$ cat src/include/srsce_cfg.svh
// Constants of the read and search command executor: opcodes, codes, offsets and bit positions.
// Assumes inclusion by the decoder, the executor and the testbench alike.
`ifndef SRSCE_CFG_SVH
`define SRSCE_CFG_SVH
`define SRSCE_OP_READ_EXT   8'h28
`define SRSCE_OP_SRCH_EQ    8'h31
`define SRSCE_BLK_LAST      10'h1FF
`define SRSCE_BLK_LEN32     32'h0000_0200
`define SRSCE_MAX_BLKS      9'h100
`define SRSCE_MAX_UNIT      3'h1
`define SRSCE_CAP_SZ_256    32'h0000_0100
`define SRSCE_CAP_SZ_512    32'h0000_0200
`define SRSCE_ST_GOOD       8'h00
`define SRSCE_ST_CHECK      8'h02
`define SRSCE_ST_COND_MET   8'h04
`define SRSCE_ST_LINKED     8'h10
`define SRSCE_ST_LINKED_FLG 8'h14
`define SRSCE_ST_RES_CONFL  8'h18
`define SRSCE_SK_NO_SENSE   4'h0
`define SRSCE_SK_ILLEGAL    4'h5
`define SRSCE_SK_EQUAL      4'hC
`define SRSCE_A_CDB0        8'h00
`define SRSCE_A_CDB1        8'h04
`define SRSCE_A_CDB2        8'h08
`define SRSCE_A_CTRL        8'h0C
`define SRSCE_A_STAT        8'h10
`define SRSCE_A_SENSE       8'h14
`define SRSCE_A_SINFO       8'h18
`define SRSCE_A_SADD        8'h1C
`define SRSCE_A_RSIZE       8'h20
`define SRSCE_A_FOFF        8'h24
`define SRSCE_A_NREC        8'h28
`define SRSCE_A_ARG         8'h2C
`define SRSCE_A_CAPL        8'h30
`define SRSCE_A_CAPS        8'h34
`define SRSCE_CTRL_START    0
`define SRSCE_CTRL_RCONF0   1
`define SRSCE_CTRL_RCONF1   2
`define SRSCE_CTRL_DISC     3
`define SRSCE_CTRL_SZ512    4
`define SRSCE_RESP_OKAY     2'b00
`define SRSCE_RESP_SLVERR   2'b10
`define SRSCE_CDB_BYTE(c, n) c[79 - 8 * (n) -: 8]
`endif

$ cat src/include/srsce_pkg.sv
// Types shared by the read and search command executor and its decoder.
// Assumes nothing of its surroundings.
package srsce_pkg;
	typedef enum logic [3:0] {
		st_idle = 4'b0001,
		st_req  = 4'b0010,
		st_xfer = 4'b0100,
		st_fin  = 4'b1000
	} srsce_state_t;
	typedef enum logic [1:0] {
		fmt_fixed = 2'h0,
		fmt_vli1  = 2'h1,
		fmt_vli2  = 2'h2,
		fmt_vli4  = 2'h3
	} srsce_fmt_t;
	typedef logic [2:0] srsce_unit_t;
endpackage

$ cat src/include/srsce_cdb_if.sv
// Carrier between the command executor and its descriptor decoder.
// Assumes the executor holds the ten descriptor bytes stable while a command runs.
`timescale 1ns/10ps
interface srsce_cdb_if;
	logic [79:0]             cdb;
	logic                    is_read;
	logic                    is_srch;
	srsce_pkg::srsce_unit_t  unit;
	logic                    relative_addr_flag;
	logic [31:0]             lba;
	logic [8:0]              nblk;
	logic                    link;
	logic                    flag;
	logic                    invert_match_flag;
	srsce_pkg::srsce_fmt_t   fmt;
	logic                    record_span_flag;
	logic                    bad;
	modport dec (input cdb, output is_read, is_srch, unit, relative_addr_flag, lba, nblk, link,
		flag, invert_match_flag, fmt, record_span_flag, bad);
	modport exe (output cdb, input is_read, is_srch, unit, relative_addr_flag, lba, nblk, link,
		flag, invert_match_flag, fmt, record_span_flag, bad);
endinterface

$ cat src/core/srsce_cdb_decode.sv
// Field decoder for the extended read and equality search descriptor blocks.
// Assumes byte 00 of the descriptor sits in the top eight bits of the carried vector.
`timescale 1ns/10ps
`include "srsce_cfg.svh"
module srsce_cdb_decode (
	srsce_cdb_if.dec c
);
	import srsce_pkg::*;
	wire [7:0] b0 = `SRSCE_CDB_BYTE(c.cdb, 0);
	wire [7:0] b1 = `SRSCE_CDB_BYTE(c.cdb, 1);
	wire [7:0] b2 = `SRSCE_CDB_BYTE(c.cdb, 2);
	wire [7:0] b3 = `SRSCE_CDB_BYTE(c.cdb, 3);
	wire [7:0] b4 = `SRSCE_CDB_BYTE(c.cdb, 4);
	wire [7:0] b5 = `SRSCE_CDB_BYTE(c.cdb, 5);
	wire [7:0] b6 = `SRSCE_CDB_BYTE(c.cdb, 6);
	wire [7:0] b7 = `SRSCE_CDB_BYTE(c.cdb, 7);
	wire [7:0] b8 = `SRSCE_CDB_BYTE(c.cdb, 8);
	wire [7:0] b9 = `SRSCE_CDB_BYTE(c.cdb, 9);
	wire [8:0] rd_cnt = {b7[0], b8};
	wire       rsv_read;
	wire       rsv_srch;

	assign c.is_read            = b0 == `SRSCE_OP_READ_EXT;
	assign c.is_srch            = b0 == `SRSCE_OP_SRCH_EQ;
	assign c.unit               = b1[7:5];
	assign c.relative_addr_flag = b1[0];
	assign c.lba                = {b2, b3, b4, b5};
	assign c.nblk               = c.is_read ? rd_cnt : {1'b0, b8};
	assign c.link               = b9[0];
	assign c.flag               = b9[1];
	assign c.invert_match_flag  = b1[4];
	assign c.fmt                = srsce_fmt_t'(b1[3:2]);
	assign c.record_span_flag   = b1[1];
	// Reserved bits are checked per command; in byte 09, bits 7:6 are tolerated for read and only bit 7 for search.
	assign rsv_read = (b1[4:1] != 4'h0) | (b6 != 8'h00) | (b7[7:1] != 7'h00)
		| (b9[5:2] != 4'h0) | (rd_cnt > `SRSCE_MAX_BLKS);
	assign rsv_srch = (b2 != 8'h00) | (b6 != 8'h00) | (b7 != 8'h00) | (b9[6:2] != 5'h00);
	assign c.bad = !(c.is_read | c.is_srch) | (c.unit > `SRSCE_MAX_UNIT)
		| (c.is_read ? rsv_read : rsv_srch);
endmodule

$ cat src/core/srsce_exec.sv
// Executor for the extended read and equality search commands, with an AXI4-Lite register file.
// Assumes a media engine that streams one 512-byte block per request and a host data-in path.
//
// Behaviour
// - Capacity block size reads as a big-endian count of 256 or 512.
// - Opcode 28 hex selects the extended read toward the initiator.
// - Read moves whole 512-byte blocks and stops after the requested count.
// - Read descriptor fields: unit, relative flag, big-endian address, byte 06 zero.
// - Reservation conflict ends the read with conflict status and no data.
// - Media error ends the read with check status and the matching sense key.
// - Relative address adds signed offset to last block; none gives illegal request.
// - Block count zero moves nothing; 1 to 256 moves exactly that many.
// - Flag matters only with link; both set requests an interrupt.
// - Linked success advances to the next command; every command returns status.
// - With disconnection enabled the bus may be released during the read.
// - Opcode 31 hex searches records for data equal to the argument.
// - Linked search success continues; relative base becomes the matching block.
// - Linked search that is not satisfied breaks the link with ending status.
// - Unlinked satisfied search ends with condition-met status.
// - After a match without the invert flag, sense gives key, valid address, block and record offset.
// - After no match, sense gives no-sense key; valid address is cleared, or set with the invert flag.
// - Invert flag makes the search succeed only when nothing matched.
// - Record format selects fixed records or 1, 2, 4-byte length prefixes.
// - Unspanned records stay in one block; with fixed records a too-short tail is skipped.
// - Search stops when records or blocks are used up.
// - First block starts at the first-record offset; later blocks at zero.
`timescale 1ns/10ps
`include "srsce_cfg.svh"
module srsce_exec (
	input  wire logic                   aclk,
	input  wire logic                   aresetn,
	input  wire logic [7:0]             s_axi_awaddr,
	input  wire logic                   s_axi_awvalid,
	output wire logic                   s_axi_awready,
	input  wire logic [31:0]            s_axi_wdata,
	input  wire logic [3:0]             s_axi_wstrb,
	input  wire logic                   s_axi_wvalid,
	output wire logic                   s_axi_wready,
	output wire logic [1:0]             s_axi_bresp,
	output wire logic                   s_axi_bvalid,
	input  wire logic                   s_axi_bready,
	input  wire logic [7:0]             s_axi_araddr,
	input  wire logic                   s_axi_arvalid,
	output wire logic                   s_axi_arready,
	output wire logic [31:0]            s_axi_rdata,
	output wire logic [1:0]             s_axi_rresp,
	output wire logic                   s_axi_rvalid,
	input  wire logic                   s_axi_rready,
	output wire logic                   med_req,
	output wire srsce_pkg::srsce_unit_t med_unit,
	output wire logic [31:0]            med_lba,
	input  wire logic                   med_valid,
	input  wire logic [7:0]             med_data,
	output wire logic                   med_ready,
	input  wire logic                   med_err,
	input  wire logic [3:0]             med_err_key,
	output wire logic                   din_valid,
	output wire logic [7:0]             din_data,
	input  wire logic                   din_ready,
	output wire logic                   bus_release,
	output wire logic                   cmd_done,
	output wire logic                   link_next,
	output wire logic                   flag_intr
);
	import srsce_pkg::*;

	srsce_cdb_if cdb_bus ();
	srsce_cdb_decode u_dec (
		.c (cdb_bus)
	);

	srsce_state_t st_ff;
	logic [31:0]  cdb0_ff, cdb1_ff, cdb2_ff, rsize_ff, foff_ff, nrec_ff, arg_ff, cap_last_ff;
	logic [4:0]   ctrl_ff;
	logic [7:0]   status_ff;
	logic         ok_ff, sat_ff, sense_addr_valid_bit_ff, flag_req_ff;
	logic [3:0]   sense_key_ff;
	logic [31:0]  sinfo_ff, sadd_ff, cur_lba_ff;
	logic [31:0]  last_lba_ff [2];
	logic [1:0]   have_last_ff;
	logic [8:0]   blk_left_ff;
	logic [9:0]   pos_ff, rec_start_ff;
	logic [31:0]  rec_pos_ff, rec_len_ff, nrec_left_ff, match_lba_ff, match_off_ff;
	logic         matched_ff, first_blk_ff, found_ff, skip_ff;
	logic         din_valid_ff;
	logic [7:0]   din_data_ff;
	logic         aw_held_ff, w_held_ff, bvalid_ff, rvalid_ff;
	logic [7:0]   awaddr_ff;
	logic [31:0]  wdata_ff, rdata_ff;
	logic [3:0]   wstrb_ff;
	logic [1:0]   bresp_ff, rresp_ff;

	function automatic logic [31:0] merge(input logic [31:0] old, input logic [31:0] val,
		input logic [3:0] strb);
		logic [31:0] res;
		res = old;
		for (int i = 0; i < 4; i++) begin
			if (strb[i]) begin
				res[8 * i +: 8] = val[8 * i +: 8];
			end
		end
		return res;
	endfunction

	// Register bus decode.
	wire busy   = st_ff != st_idle;
	wire wr_go  = aw_held_ff & w_held_ff & !bvalid_ff;
	wire wr_ok  = (awaddr_ff <= `SRSCE_A_CTRL) | ((awaddr_ff >= `SRSCE_A_RSIZE)
		& (awaddr_ff <= `SRSCE_A_CAPL));
	wire wr_al  = awaddr_ff[1:0] == 2'b00;
	wire wr_en  = wr_go & wr_ok & wr_al & !busy;
	wire rd_ok  = (s_axi_araddr <= `SRSCE_A_CAPS) & (s_axi_araddr[1:0] == 2'b00);
	wire start  = wr_en & (awaddr_ff == `SRSCE_A_CTRL) & wstrb_ff[0]
		& wdata_ff[`SRSCE_CTRL_START];
	wire [31:0] cap_size = ctrl_ff[`SRSCE_CTRL_SZ512] ? `SRSCE_CAP_SZ_512
		: `SRSCE_CAP_SZ_256;
	wire [31:0] stat_word = {21'h0, flag_req_ff, have_last_ff != 2'b00, busy, status_ff};
	wire [31:0] rd_word =
		(s_axi_araddr == `SRSCE_A_CDB0)  ? cdb0_ff :
		(s_axi_araddr == `SRSCE_A_CDB1)  ? cdb1_ff :
		(s_axi_araddr == `SRSCE_A_CDB2)  ? cdb2_ff :
		(s_axi_araddr == `SRSCE_A_CTRL)  ? {27'h0, ctrl_ff} :
		(s_axi_araddr == `SRSCE_A_STAT)  ? stat_word :
		(s_axi_araddr == `SRSCE_A_SENSE) ? {24'h0, sense_addr_valid_bit_ff, 3'h0, sense_key_ff} :
		(s_axi_araddr == `SRSCE_A_SINFO) ? sinfo_ff :
		(s_axi_araddr == `SRSCE_A_SADD)  ? sadd_ff :
		(s_axi_araddr == `SRSCE_A_RSIZE) ? rsize_ff :
		(s_axi_araddr == `SRSCE_A_FOFF)  ? foff_ff :
		(s_axi_araddr == `SRSCE_A_NREC)  ? nrec_ff :
		(s_axi_araddr == `SRSCE_A_ARG)   ? arg_ff :
		(s_axi_araddr == `SRSCE_A_CAPL)  ? cap_last_ff :
		(s_axi_araddr == `SRSCE_A_CAPS)  ? cap_size : 32'h0000_0000;

	// Command start decisions.
	wire        unit_sel = cdb_bus.unit[0];
	wire        rel_bad  = cdb_bus.relative_addr_flag & !have_last_ff[unit_sel];
	wire        res_bad  = cdb_bus.is_read & (unit_sel ? ctrl_ff[`SRSCE_CTRL_RCONF1]
		: ctrl_ff[`SRSCE_CTRL_RCONF0]);
	wire        no_xfer  = (cdb_bus.nblk == 9'h000) | (cdb_bus.is_srch & (nrec_ff == 32'h0));
	wire [31:0] start_lba = cdb_bus.relative_addr_flag ? last_lba_ff[unit_sel] + cdb_bus.lba
		: cdb_bus.lba;

	// Byte stream and search comparison.
	wire        in_xfer  = st_ff == st_xfer;
	wire        acc      = med_valid & med_ready;
	wire        s_acc    = acc & cdb_bus.is_srch;
	wire        blk_end  = acc & (pos_ff == `SRSCE_BLK_LAST);
	wire        last_blk = blk_left_ff == 9'h001;
	wire [2:0]  hdr      = (cdb_bus.fmt == fmt_vli4) ? 3'h4 : {1'b0, cdb_bus.fmt};
	wire [31:0] hdr32    = {29'h0, hdr};
	wire [31:0] pos32    = {22'h0, pos_ff};
	wire        rec_beg  = rec_pos_ff == 32'h0;
	wire        before_1 = first_blk_ff & (pos32 < foff_ff);
	wire        no_fit   = !cdb_bus.record_span_flag & (cdb_bus.fmt == fmt_fixed) & rec_beg
		& (pos32 + rsize_ff > `SRSCE_BLK_LEN32);
	wire        in_rec   = !skip_ff & !before_1 & !no_fit;
	wire [31:0] cmp_idx  = rec_pos_ff - hdr32;
	wire        in_cmp   = (rec_pos_ff >= hdr32) & (cmp_idx < 32'h4);
	wire [31:0] arg_sh   = arg_ff << {cmp_idx[1:0], 3'b000};
	wire        byte_eq  = !in_cmp | (med_data == arg_sh[31:24]);
	wire [31:0] eff_len  = (cdb_bus.fmt == fmt_fixed) ? rsize_ff
		: ((rec_pos_ff < hdr32) ? 32'hFFFF_FFFF : rec_len_ff);
	wire        rec_end  = in_rec & (rec_pos_ff + 32'h1 >= eff_len);
	wire        hit      = rec_end & matched_ff & byte_eq;
	wire        nrec_out = rec_end & (nrec_left_ff == 32'h1);
	wire        s_stop   = s_acc & ((hit & !cdb_bus.invert_match_flag) | nrec_out);
	wire        any_hit  = found_ff | (s_acc & hit);
	wire        s_sat    = cdb_bus.invert_match_flag ? !any_hit : any_hit;
	wire        xfer_end = s_stop | (blk_end & last_blk);
	wire [9:0]  this_beg = rec_beg ? pos_ff : rec_start_ff;
	wire        link_ok  = ok_ff & cdb_bus.link & !(cdb_bus.is_srch & !sat_ff);

	assign cdb_bus.cdb   = {cdb0_ff, cdb1_ff, cdb2_ff[31:16]};
	assign s_axi_awready = !aw_held_ff & !bvalid_ff;
	assign s_axi_wready  = !w_held_ff & !bvalid_ff;
	assign s_axi_bvalid  = bvalid_ff;
	assign s_axi_bresp   = bresp_ff;
	assign s_axi_arready = !rvalid_ff;
	assign s_axi_rvalid  = rvalid_ff;
	assign s_axi_rdata   = rdata_ff;
	assign s_axi_rresp   = rresp_ff;
	assign med_req       = st_ff == st_req;
	assign med_unit      = cdb_bus.unit;
	assign med_lba       = cur_lba_ff;
	// The read path stalls the media while the one-byte output stage is full and din_ready is low.
	assign med_ready     = in_xfer & (cdb_bus.is_srch | !din_valid_ff | din_ready);
	assign din_valid     = din_valid_ff;
	assign din_data      = din_data_ff;
	// The bus is given up only while waiting on the media, never mid-byte.
	assign bus_release   = ctrl_ff[`SRSCE_CTRL_DISC] & ((st_ff == st_req)
		| (in_xfer & !med_valid));
	assign cmd_done      = st_ff == st_fin;
	assign link_next     = cmd_done & link_ok;
	assign flag_intr     = cmd_done & link_ok & cdb_bus.flag;

	always_ff @(posedge aclk) begin
		if (!aresetn) begin
			aw_held_ff <= 1'b0;
			w_held_ff  <= 1'b0;
			bvalid_ff  <= 1'b0;
			awaddr_ff  <= 8'h00;
			wdata_ff   <= 32'h0;
			wstrb_ff   <= 4'h0;
			bresp_ff   <= `SRSCE_RESP_OKAY;
		end else begin
			if (s_axi_awvalid & s_axi_awready) begin
				aw_held_ff <= 1'b1;
				awaddr_ff  <= s_axi_awaddr;
			end
			if (s_axi_wvalid & s_axi_wready) begin
				w_held_ff <= 1'b1;
				wdata_ff  <= s_axi_wdata;
				wstrb_ff  <= s_axi_wstrb;
			end
			if (wr_go) begin
				aw_held_ff <= 1'b0;
				w_held_ff  <= 1'b0;
				bvalid_ff  <= 1'b1;
				bresp_ff   <= (wr_ok & wr_al) ? `SRSCE_RESP_OKAY : `SRSCE_RESP_SLVERR;
			end else if (s_axi_bready) begin
				bvalid_ff <= 1'b0;
			end
		end
	end

	always_ff @(posedge aclk) begin
		if (!aresetn) begin
			rvalid_ff <= 1'b0;
			rdata_ff  <= 32'h0;
			rresp_ff  <= `SRSCE_RESP_OKAY;
		end else if (s_axi_arvalid & !rvalid_ff) begin
			rvalid_ff <= 1'b1;
			rdata_ff  <= rd_word;
			rresp_ff  <= rd_ok ? `SRSCE_RESP_OKAY : `SRSCE_RESP_SLVERR;
		end else if (s_axi_rready) begin
			rvalid_ff <= 1'b0;
		end
	end

	// Software registers are frozen while a command runs so the decode stays stable.
	always_ff @(posedge aclk) begin
		if (!aresetn) begin
			cdb0_ff     <= 32'h0;
			cdb1_ff     <= 32'h0;
			cdb2_ff     <= 32'h0;
			ctrl_ff     <= 5'h00;
			rsize_ff    <= 32'h0;
			foff_ff     <= 32'h0;
			nrec_ff     <= 32'h0;
			arg_ff      <= 32'h0;
			cap_last_ff <= 32'h0;
		end else if (wr_en) begin
			unique case (awaddr_ff)
				`SRSCE_A_CDB0: cdb0_ff <= merge(cdb0_ff, wdata_ff, wstrb_ff);
				`SRSCE_A_CDB1: cdb1_ff <= merge(cdb1_ff, wdata_ff, wstrb_ff);
				`SRSCE_A_CDB2: cdb2_ff <= merge(cdb2_ff, wdata_ff, wstrb_ff);
				`SRSCE_A_CTRL: ctrl_ff <= wstrb_ff[0] ? {wdata_ff[4:1], 1'b0} : ctrl_ff;
				`SRSCE_A_RSIZE: rsize_ff <= merge(rsize_ff, wdata_ff, wstrb_ff);
				`SRSCE_A_FOFF: foff_ff <= merge(foff_ff, wdata_ff, wstrb_ff);
				`SRSCE_A_NREC: nrec_ff <= merge(nrec_ff, wdata_ff, wstrb_ff);
				`SRSCE_A_ARG: arg_ff <= merge(arg_ff, wdata_ff, wstrb_ff);
				default: cap_last_ff <= merge(cap_last_ff, wdata_ff, wstrb_ff);
			endcase
		end
	end

	always_ff @(posedge aclk) begin
		if (!aresetn) begin
			st_ff        <= st_idle;
			ok_ff        <= 1'b0;
			sat_ff       <= 1'b0;
			cur_lba_ff   <= 32'h0;
			blk_left_ff  <= 9'h000;
			pos_ff       <= 10'h000;
			status_ff    <= `SRSCE_ST_GOOD;
			sense_key_ff <= `SRSCE_SK_NO_SENSE;
			sense_addr_valid_bit_ff      <= 1'b0;
			sinfo_ff     <= 32'h0;
			sadd_ff      <= 32'h0;
			flag_req_ff  <= 1'b0;
		end else begin
			unique case (st_ff)
				st_idle: if (start) begin
					sat_ff <= 1'b0;
					st_ff  <= st_fin;
					ok_ff  <= 1'b0;
					if (cdb_bus.bad | rel_bad) begin
						status_ff    <= `SRSCE_ST_CHECK;
						sense_key_ff <= `SRSCE_SK_ILLEGAL;
					end else if (res_bad) begin
						status_ff <= `SRSCE_ST_RES_CONFL;
					end else if (no_xfer) begin
						ok_ff  <= 1'b1;
						sat_ff <= cdb_bus.invert_match_flag;
					end else begin
						ok_ff       <= 1'b1;
						cur_lba_ff  <= start_lba;
						blk_left_ff <= cdb_bus.nblk;
						st_ff       <= st_req;
					end
				end
				st_req: begin
					pos_ff <= 10'h000;
					st_ff  <= st_xfer;
				end
				st_xfer: if (med_err) begin
					ok_ff        <= 1'b0;
					status_ff    <= `SRSCE_ST_CHECK;
					sense_key_ff <= med_err_key;
					st_ff        <= st_fin;
				end else if (acc) begin
					pos_ff <= pos_ff + 10'h001;
					if (blk_end) begin
						cur_lba_ff  <= cur_lba_ff + 32'h1;
						blk_left_ff <= blk_left_ff - 9'h001;
					end
					if (xfer_end) begin
						sat_ff <= s_sat;
						st_ff  <= st_fin;
					end else if (blk_end) begin
						st_ff <= st_req;
					end
				end
				st_fin: begin
					st_ff       <= st_idle;
					flag_req_ff <= link_ok & cdb_bus.flag;
					if (ok_ff) begin
						sense_addr_valid_bit_ff      <= cdb_bus.is_srch & sat_ff;
						sense_key_ff <= (cdb_bus.is_srch & sat_ff & !cdb_bus.invert_match_flag)
							? `SRSCE_SK_EQUAL : `SRSCE_SK_NO_SENSE;
						sinfo_ff     <= match_lba_ff;
						sadd_ff      <= match_off_ff;
						if (link_ok) begin
							status_ff <= cdb_bus.flag ? `SRSCE_ST_LINKED_FLG : `SRSCE_ST_LINKED;
						end else if (cdb_bus.is_srch & sat_ff & !cdb_bus.link) begin
							status_ff <= `SRSCE_ST_COND_MET;
						end else begin
							status_ff <= `SRSCE_ST_GOOD;
						end
					end else begin
						sense_addr_valid_bit_ff <= 1'b0;
					end
				end
				default: st_ff <= st_idle;
			endcase
		end
	end

	// A linked group ends on any command that does not continue it.
	always_ff @(posedge aclk) begin
		if (!aresetn) begin
			have_last_ff   <= 2'b00;
			last_lba_ff[0] <= 32'h0;
			last_lba_ff[1] <= 32'h0;
		end else if (cmd_done & !link_ok) begin
			have_last_ff <= 2'b00;
		end else if (in_xfer & ((blk_end & !cdb_bus.is_srch) | (s_acc & hit & !found_ff))) begin
			have_last_ff[unit_sel] <= 1'b1;
			last_lba_ff[unit_sel]  <= cur_lba_ff;
		end else if (in_xfer & blk_end & !found_ff) begin
			have_last_ff[unit_sel] <= 1'b1;
			last_lba_ff[unit_sel]  <= cur_lba_ff;
		end
	end

	always_ff @(posedge aclk) begin
		if (!aresetn) begin
			din_valid_ff <= 1'b0;
			din_data_ff  <= 8'h00;
		end else if (acc & cdb_bus.is_read) begin
			din_valid_ff <= 1'b1;
			din_data_ff  <= med_data;
		end else if (din_ready) begin
			din_valid_ff <= 1'b0;
		end
	end

	always_ff @(posedge aclk) begin
		if (!aresetn | start) begin
			rec_pos_ff   <= 32'h0;
			rec_len_ff   <= 32'h0;
			matched_ff   <= 1'b1;
			nrec_left_ff <= nrec_ff;
			first_blk_ff <= 1'b1;
			found_ff     <= 1'b0;
			skip_ff      <= 1'b0;
			rec_start_ff <= 10'h000;
			match_lba_ff <= 32'h0;
			match_off_ff <= 32'h0;
		end else if (s_acc) begin
			if (in_rec & rec_end) begin
				rec_pos_ff   <= 32'h0;
				matched_ff   <= 1'b1;
				nrec_left_ff <= nrec_left_ff - 32'h1;
				if (hit & !found_ff) begin
					found_ff     <= 1'b1;
					match_lba_ff <= cur_lba_ff;
					match_off_ff <= {22'h0, this_beg};
				end
			end else if (in_rec) begin
				rec_pos_ff <= rec_pos_ff + 32'h1;
				matched_ff <= matched_ff & byte_eq;
				if (rec_pos_ff < hdr32) begin
					rec_len_ff <= {(rec_beg ? 24'h0 : rec_len_ff[23:0]), med_data};
				end
			end
			if (in_rec & rec_beg) begin
				rec_start_ff <= pos_ff;
			end
			if (no_fit) begin
				skip_ff <= 1'b1;
			end
			if (blk_end) begin
				first_blk_ff <= 1'b0;
				skip_ff      <= 1'b0;
				if (!cdb_bus.record_span_flag) begin
					rec_pos_ff <= 32'h0;
					matched_ff <= 1'b1;
				end
			end
		end
	end
endmodule

$ cat config.mk
export PLATFORM = sky130hd
export DESIGN_NAME = srsce_exec
export DESIGN_NICKNAME = d
export VERILOG_FILES = /design/src/include/srsce_pkg.sv /design/src/include/srsce_cdb_if.sv /design/src/core/srsce_cdb_decode.sv /design/src/core/srsce_exec.sv
export VERILOG_INCLUDE_DIRS = /design/src /design/src/include
export SDC_FILE = /design/constraint.sdc
export NUM_CORES = 2
export LEC_CHECK = 0
export BUFFER_PORTS_ARGS = -buffer_cell sky130_fd_sc_hd__buf_4
export CORE_MARGIN = 3
export CORE_UTILIZATION = 25
export CTS_CLUSTER_SIZE = 8
export DETAILED_ROUTE_END_ITERATION = 12
export PLACE_DENSITY = 0.36
export RECOVER_POWER = 25
export SETUP_SLACK_MARGIN = 0.3
export SLEW_MARGIN = 20
export SYNTH_ARGS = -nofsm -noshare
export SYNTH_HDL_FRONTEND = slang
export SYNTH_SLANG_ARGS = --single-unit
$ cat constraint.sdc
create_clock -name aclk -period 6.9 [get_ports aclk]
set_input_delay 0.345 -clock aclk [delete_from_list [all_inputs] [get_ports aclk]]
set_output_delay 0.345 -clock aclk [all_outputs]
set_load 0.01 [all_outputs]
======== Word level (Yosys, flattened, before mapping) ========
Memory sizes are Yosys's and may differ from the RTL's. A register that Yosys moved wholly into a read port is not among the register bits.
Cells that the tools add are included.
word-level totals
  bits in writable memories ............... 64
  memories kept ........................... 1
  register bits ........................... 620
  output and inout bits ................... 91
  input bits .............................. 74
operators by class
  equality and inequality tests ........... 46
  reduce and logical (&&, ||, !) cells .... 101
  shift operators ......................... 1
  $add $sub $neg .......................... 8
  bitwise operators ....................... 87
  magnitude comparators ................... 14
  mux-type cells .......................... 125
memory list
  memory       words  width  rd ports  clocked after memory_dff  wr ports  RTL line          text
  last_lba_ff  2      32     1         1                         2         srsce_exec.sv:79  logic [31:0] last_lba_ff [2];
operators with widths
  operator                 number
  $mux W32                 32
  $reduce_and A3 Y1        37
  $eq A8 B6 Y1 const B     12
  $mux W9                  8
  $add A32 B1 Y32 const B  2
  $logic_not A32 Y1        2
  $pmux W32 S2             1
  $and A1 B1 Y1            60
  $mux W4                  13
  $mux W10                 5
  $mux W1                  44
  $mux W8                  5
  $add A10 B32 Y32         1
  $add A32 B32 Y32         1
  $eq A32 B1 Y1 const B    1
  $eq A8 B4 Y1 const B     4
  $eq A8 B5 Y1 const B     4
  $ge A32 B3 Y1            1
  $ge A32 B32 Y1           1
  $gt A32 B10 Y1 const B   1
  $lt A10 B32 Y1           1
  $lt A32 B3 Y1            1
  $lt A32 B3 Y1 const B    1
  $reduce_or A32 Y1        1
  57 further kinds         143

======== Depth between registers and ports, before layout ========
  depth after elaboration ................. 20
  gate-level depth with buffers ........... 23

======== By module ========
Synthesis repeated with hierarchy kept, for this count alone.
unflattened totals
  cells, all modules ...................... 4264
  area, all modules ....................... 36344.9 µm²
by module, submodules not included
  module            area an instance (µm²)  sequential area each (µm²)  cells an instance  times used
  srsce_exec        35786.8                 14533.9                     4189               1
  srsce_cdb_decode  558.0                   0.0                         75                 1

======== Least setup slack after synthesis ========
No wires, ideal clock.
  kind .................................... reg-to-reg
  start ................................... register rec_pos_ff[1]
  end ..................................... memory last_lba_ff[0][0] (enable)
  stages on the path, launching flop included .. 22
  library setup time ...................... 0.394 ns
  arrival time ............................ 5.557 ns
  path slack .............................. 0.949 ns
  cell sequence ........................... dfxtp_1 -> ha_1 -> nand3_1 -> nor4_1 -> and3_1 -> clkbuf_1 -> and4_1 -> and3_1 -> and3_1 -> and3_1 -> and3_1 -> nand3_1 -> xnor2_1 -> ha_1 -> nand3_1 -> nor4_1 -> a2111oi_0 -> o21a_1 -> a2111oi_4 -> o21a_1 -> and2b_1 -> nand2b_1
RTL lines
  item                    RTL line           text
  from (decl)             srsce_exec.sv:83   logic [31:0] rec_pos_ff, rec_len_ff, nrec_left_ff, match_lba_ff, match_off_ff;
  from (signal assigned)  srsce_exec.sv:401  rec_pos_ff <= rec_pos_ff + 32'h1;
  to (decl)               srsce_exec.sv:79

======== Worst setup path after layout ========
  start ................................... register cdb0_ff[25]
  end ..................................... register cur_lba_ff[31], in the netlist med_lba[31]
on the way
  longest elaborated chain between the ends .. 8
  elaborated cells on any way between the ends .. 24
ends and longest elaborated chain
  item                                                    RTL line                                   text
  from (decl)                                             srsce_exec.sv:73                           logic [31:0] cdb0_ff, cdb1_ff, cdb2_ff, rsize_ff, foff_ff, nrec_ff, arg_ff, cap_last_ff;
  from (signal assigned)                                  srsce_exec.sv:254                          `SRSCE_A_CDB0: cdb0_ff <= merge(cdb0_ff, wdata_ff, wstrb_ff);
  $eq A8 B6 Y1 (no line)                                  --
  $or A1 B1 Y1 (on tied branches)                         srsce_exec.sv:186, srsce_cdb_decode.sv:38
  $or A1 B1 Y1 or $logic_not A1 Y1 (tied branches)        srsce_exec.sv:186, srsce_cdb_decode.sv:38
  $and A1 B1 Y1 or $or A1 B1 Y1 (tied branches)           srsce_exec.sv:186, srsce_cdb_decode.sv:38
  $and A1 B1 Y1 or $or A1 B1 Y1 (tied branches)           srsce_exec.sv:145, srsce_cdb_decode.sv:38
  $and A1 B1 Y1 or $or A1 B1 Y1 (tied branches)           srsce_exec.sv:147, srsce_exec.sv:287
  $ne A2 B1 Y1 (no line) or $ne A2 B2 Y1 (tied branches)  --
  $reduce_and A8 Y1 (no line) *                           --
  to (signal assigned)                                    srsce_exec.sv:297                          cur_lba_ff <= start_lba;
  to (signal assigned)                                    srsce_exec.sv:314                          cur_lba_ff <= cur_lba_ff + 32'h1;
  to (decl)                                               srsce_exec.sv:78                           logic [31:0] sinfo_ff, sadd_ff, cur_lba_ff;
Every way passes the cells marked *; elsewhere a longest branch is shown, timed or not.
A chain may end at the register's enable or synchronous reset.

==> summary.md <==
| Metric | Value |
|---|---|
| Status | finished, violations left |
| Failing checks | capacitance limit, slew limit |
| First-pass GRT wire length | 232000 um |
| Pwr Density | 222 mW/mm2 |
| Worst hold path startpoint | med_err_key[1] |
| Post-Syn Area | 0.0354 mm2 |
| Crit end category | flip-flop |
| Endpoints failing hold | 0 |
| R2r setup slk | 0.49 ns |
| Worst r2r src | cdb0_ff[25] |
| Post-synthesis register bit count | 679 |
| Crit path required time | 7.48 ns |
| Die height | 382 um |
| Commonest non-fill, non-tap cell in the layout | dfxtp_1 |
| Unrepaired setup endpoints after global routing | no |
| Synth Area in Adders | 3.46% |
| GRT Total Usage | 21.6% |
| RR Endpoint | med_lba[31] |
| Placed cells | 5972 |
| Hold Crit Class | input port to flip-flop |
| Clock sink total | 679 |
| FFs w/ async S/R, synth | 0% |
| Critical path peak fanout | 23 |
| DRC | 0 |
| Setup violations, final | 0 |
| Mean routed wirelength per cell | 26.4 um |
| Core area | 0.140 mm2 |
| Initial Util | 25.2% |
| Worst Setup Path Type | flip-flop to flip-flop |
| Drt first-iter violations | 2791 |
| CTS Buf Count | 97 |
| Data arrival time of the worst path | 6.99 ns |
| Number of flops mapped to enable cells by yosys | 96 |
| Max-Cap Viols | 9 |
| Share of layout cells above drive strength 1 | 8.22% |
| Hold_ws | 0.0600 ns |
| Min Tclk post-route | 6.41 ns |
| Area Growth Syn to Fin | 17.4% |
| Commonest cells after routing, fill and taps aside | dfxtp_1, nand2_1, nor2_1, o21ai_0, a21oi_1 |
| Fmax | 156 MHz |
| Clock skew | 0.0415 ns |
| Die area | 0.146 mm2 |
| Mean Syn Cell Area | 8.51 um2 |
| Least-Margin Pin Slew | 3.75 ns |
| Initial antenna violation count | 5 |
| Vias in the first global route | 30373 |
| Die X-Extent | 382 um |
| Dominant synthesized flop cell | dfxtp_1 |
| Sequential share of the synthesized area | 41.2% |
| Total Power | 9.23 mW |
| Cell variety after synth | 100 |
| CTS tree | yes |
| Post-Route WL | 163000 um |
| Detailed placer's ending HPWL | 119000 um |
| Startpoint Class | flip-flop |
| Clock root buffer | clkbuf_16 |
| Hold path depth | 3 |
| Largest Register | last_lba_ff |
| YS warnings | 0 |
| H-Tree Depth | 3 |
| Skew-Pair Late Insertion Delay | 0.72 ns |
| Nets | 4425 |
| Max-slew violation total from the final report | 344 |
| Detailed Routing Iterations Pass 1 | 10 |
| Post-Synth Simple-Gate Area | 21.6% |
| Post-layout utilization of the core | 29.7% |
| Vias per inst | 5.23 |
| Clock slew at reported path FFs | 0.06 ns |
| Gpl congestion | 0.882 |
| Worst vdd ir | 0.175 mV |
| Remaining global-route overflow | 0 |
| Rel. slew slack | -150% |
| Setup TNS | 0 ns |
| Cell count after synthesis | 4155 |
| Row count | 137 |
| Final period utilization | 92.9% |
| Main combinational cell family by area after synthesis | simple AND/OR/NAND/NOR gates |
| Largest net degree at the start of global routing | 119 |
| DR vias | 32311 |
| Mux contribution to synthesized area | 7.85% |
| PortBufs | 162 |
| Leakage | 14.3 nW |
| IO Count | 165 |
| Largest register FFs | 64 |
| Post-synthesis xor/xnor area fraction | 3.20% |
| Synth Area in Compound Gates | 18.7% |
| Reg2Reg Depth | 9 |
| Hold path endpoint | sense_key_ff[1] |
| Clock buffer depth | 3 |
| Non-Filler Instances | 6173 |
| Antenna-violating nets left | 0 |
cells by family after synthesis:
group | count (synthesis)
AOI/OAI and AO/OA | 1032
xor gates and xnor gates | 129
adders and majority gates | 96
buffers and inverters | 362
DFF | 679
muxes | 263
other | 1
and+or+nand+nor | 1593
power by group:
part,switching (mW),internal (mW)
registers,0.109,4.08
clock network,1.96,2.65
logic,0.287,0.152
total,2.36,6.88
worst max-delay path by stage:
stage	startpoint	end	slack, ns	cells past startpoint
detailed placement	cdb0_ff[18]	last_lba_ff[1][0]	0.60	22
CTS	rec_pos_ff[1]	last_lba_ff[1][21]	0.56	23
global route	aresetn	s_axi_rdata[19]	0.20	5
global placement	rec_pos_ff[1]	last_lba_ff[1][0]	0.59	23
floorplan	rec_pos_ff[1]	last_lba_ff[0][0]	0.95	21
finish	cdb0_ff[25]	med_lba[31]	0.49	9
cell type report:
| class | count | area (um2) |
|---|---|---|
| Clock buffer | 129 | 2600 |
| Inverter | 56 | 214 |
| Tap cell | 1876 | 2350 |
| Timing Repair Buffer | 306 | 2140 |
| Antenna cell | 4 | 10.0 |
| Multi-Input combinational cell | 3115 | 19500 |
| Clock inverter | 8 | 199 |
| Sequential cell | 679 | 14600 |
| Fill cell | 15079 | 98500 |
per-layer routing:
metal | global-route usage [%] | wire length [um] | vias to the layer above
met2 | 32.3 | 69700 | 991
met4 | 5.14 | 3240 | 0
met3 | 2.90 | 8710 | 179
li1 | - | - | 15106
met5 | 0 | 0 | -
met1 | 32.5 | 81200 | 16035
what timing repair did:
| item | in CTS | in global routing |
|---|---|---|
| setup endpoints to repair | 0 | 74 |
| hold buffers | 59 | 0 |
| resized for setup | 0 | 5 |
| endpoints found under the hold margin | 64 | 0 |
| buffers inserted | 0 | 1 |
cell usage after synthesis (11+ instances only):
library cell  count  area [um2]
dfxtp_1         583       11700
nand2_1         527        1980
nor2_1          394        1480
o21ai_0         288        1440
a21oi_1         257        1290
clkbuf_1        256         961
mux2i_1         221        2210
nand3_1         113         566
a21boi_0        104         781
edfxtp_1         96        2880
ha_1             93        1160
nor2b_1          86         538
a22oi_1          75         563
and3_1           72         450
xor2_1           71         622
nand4_1          62         388
xnor2_1          58         508
nor3_1           55         275
inv_1            53         199
nand2b_1         50         313
nor4_1           50         313
and2_1           49         307
or3_1            49         307
a211oi_1         37         278
a21o_1           37         278
mux2_2           34         383
a31oi_1          31         194
a222oi_1         28         280
o21a_1           22         165
buf_2            21         105
buf_1            20        75.1
a311oi_1         19         166
or4_1            17         128
a221oi_1         14         123
nand3b_1         13        97.6
o211ai_1         13        97.6
o22ai_1          11        68.8
stage by stage:
step | cell area, um2 | setup WS [ns]
3_3_place_gp | 38500 | 0.588
2_1_floorplan | 35400 | 0.949
3_5_place_dp | 38500 | 0.597
5_1_grt | 41500 | 0.197
6_report | 41500 | 0.488
4_1_cts | 41900 | 0.556
critical path, stage by stage (launching register included):
cell and delay [ns]:
dfxtp_1 0.32, nor4b_1 1.86, or3b_1 0.59, and2_1 0.25
or3_1 0.52, or2_0 0.64, a21o_1 0.70, nor2_1 0.95
nand3b_1 0.13, o311ai_0 0.29
No activity file was read; power rests on OpenSTA's default activity.
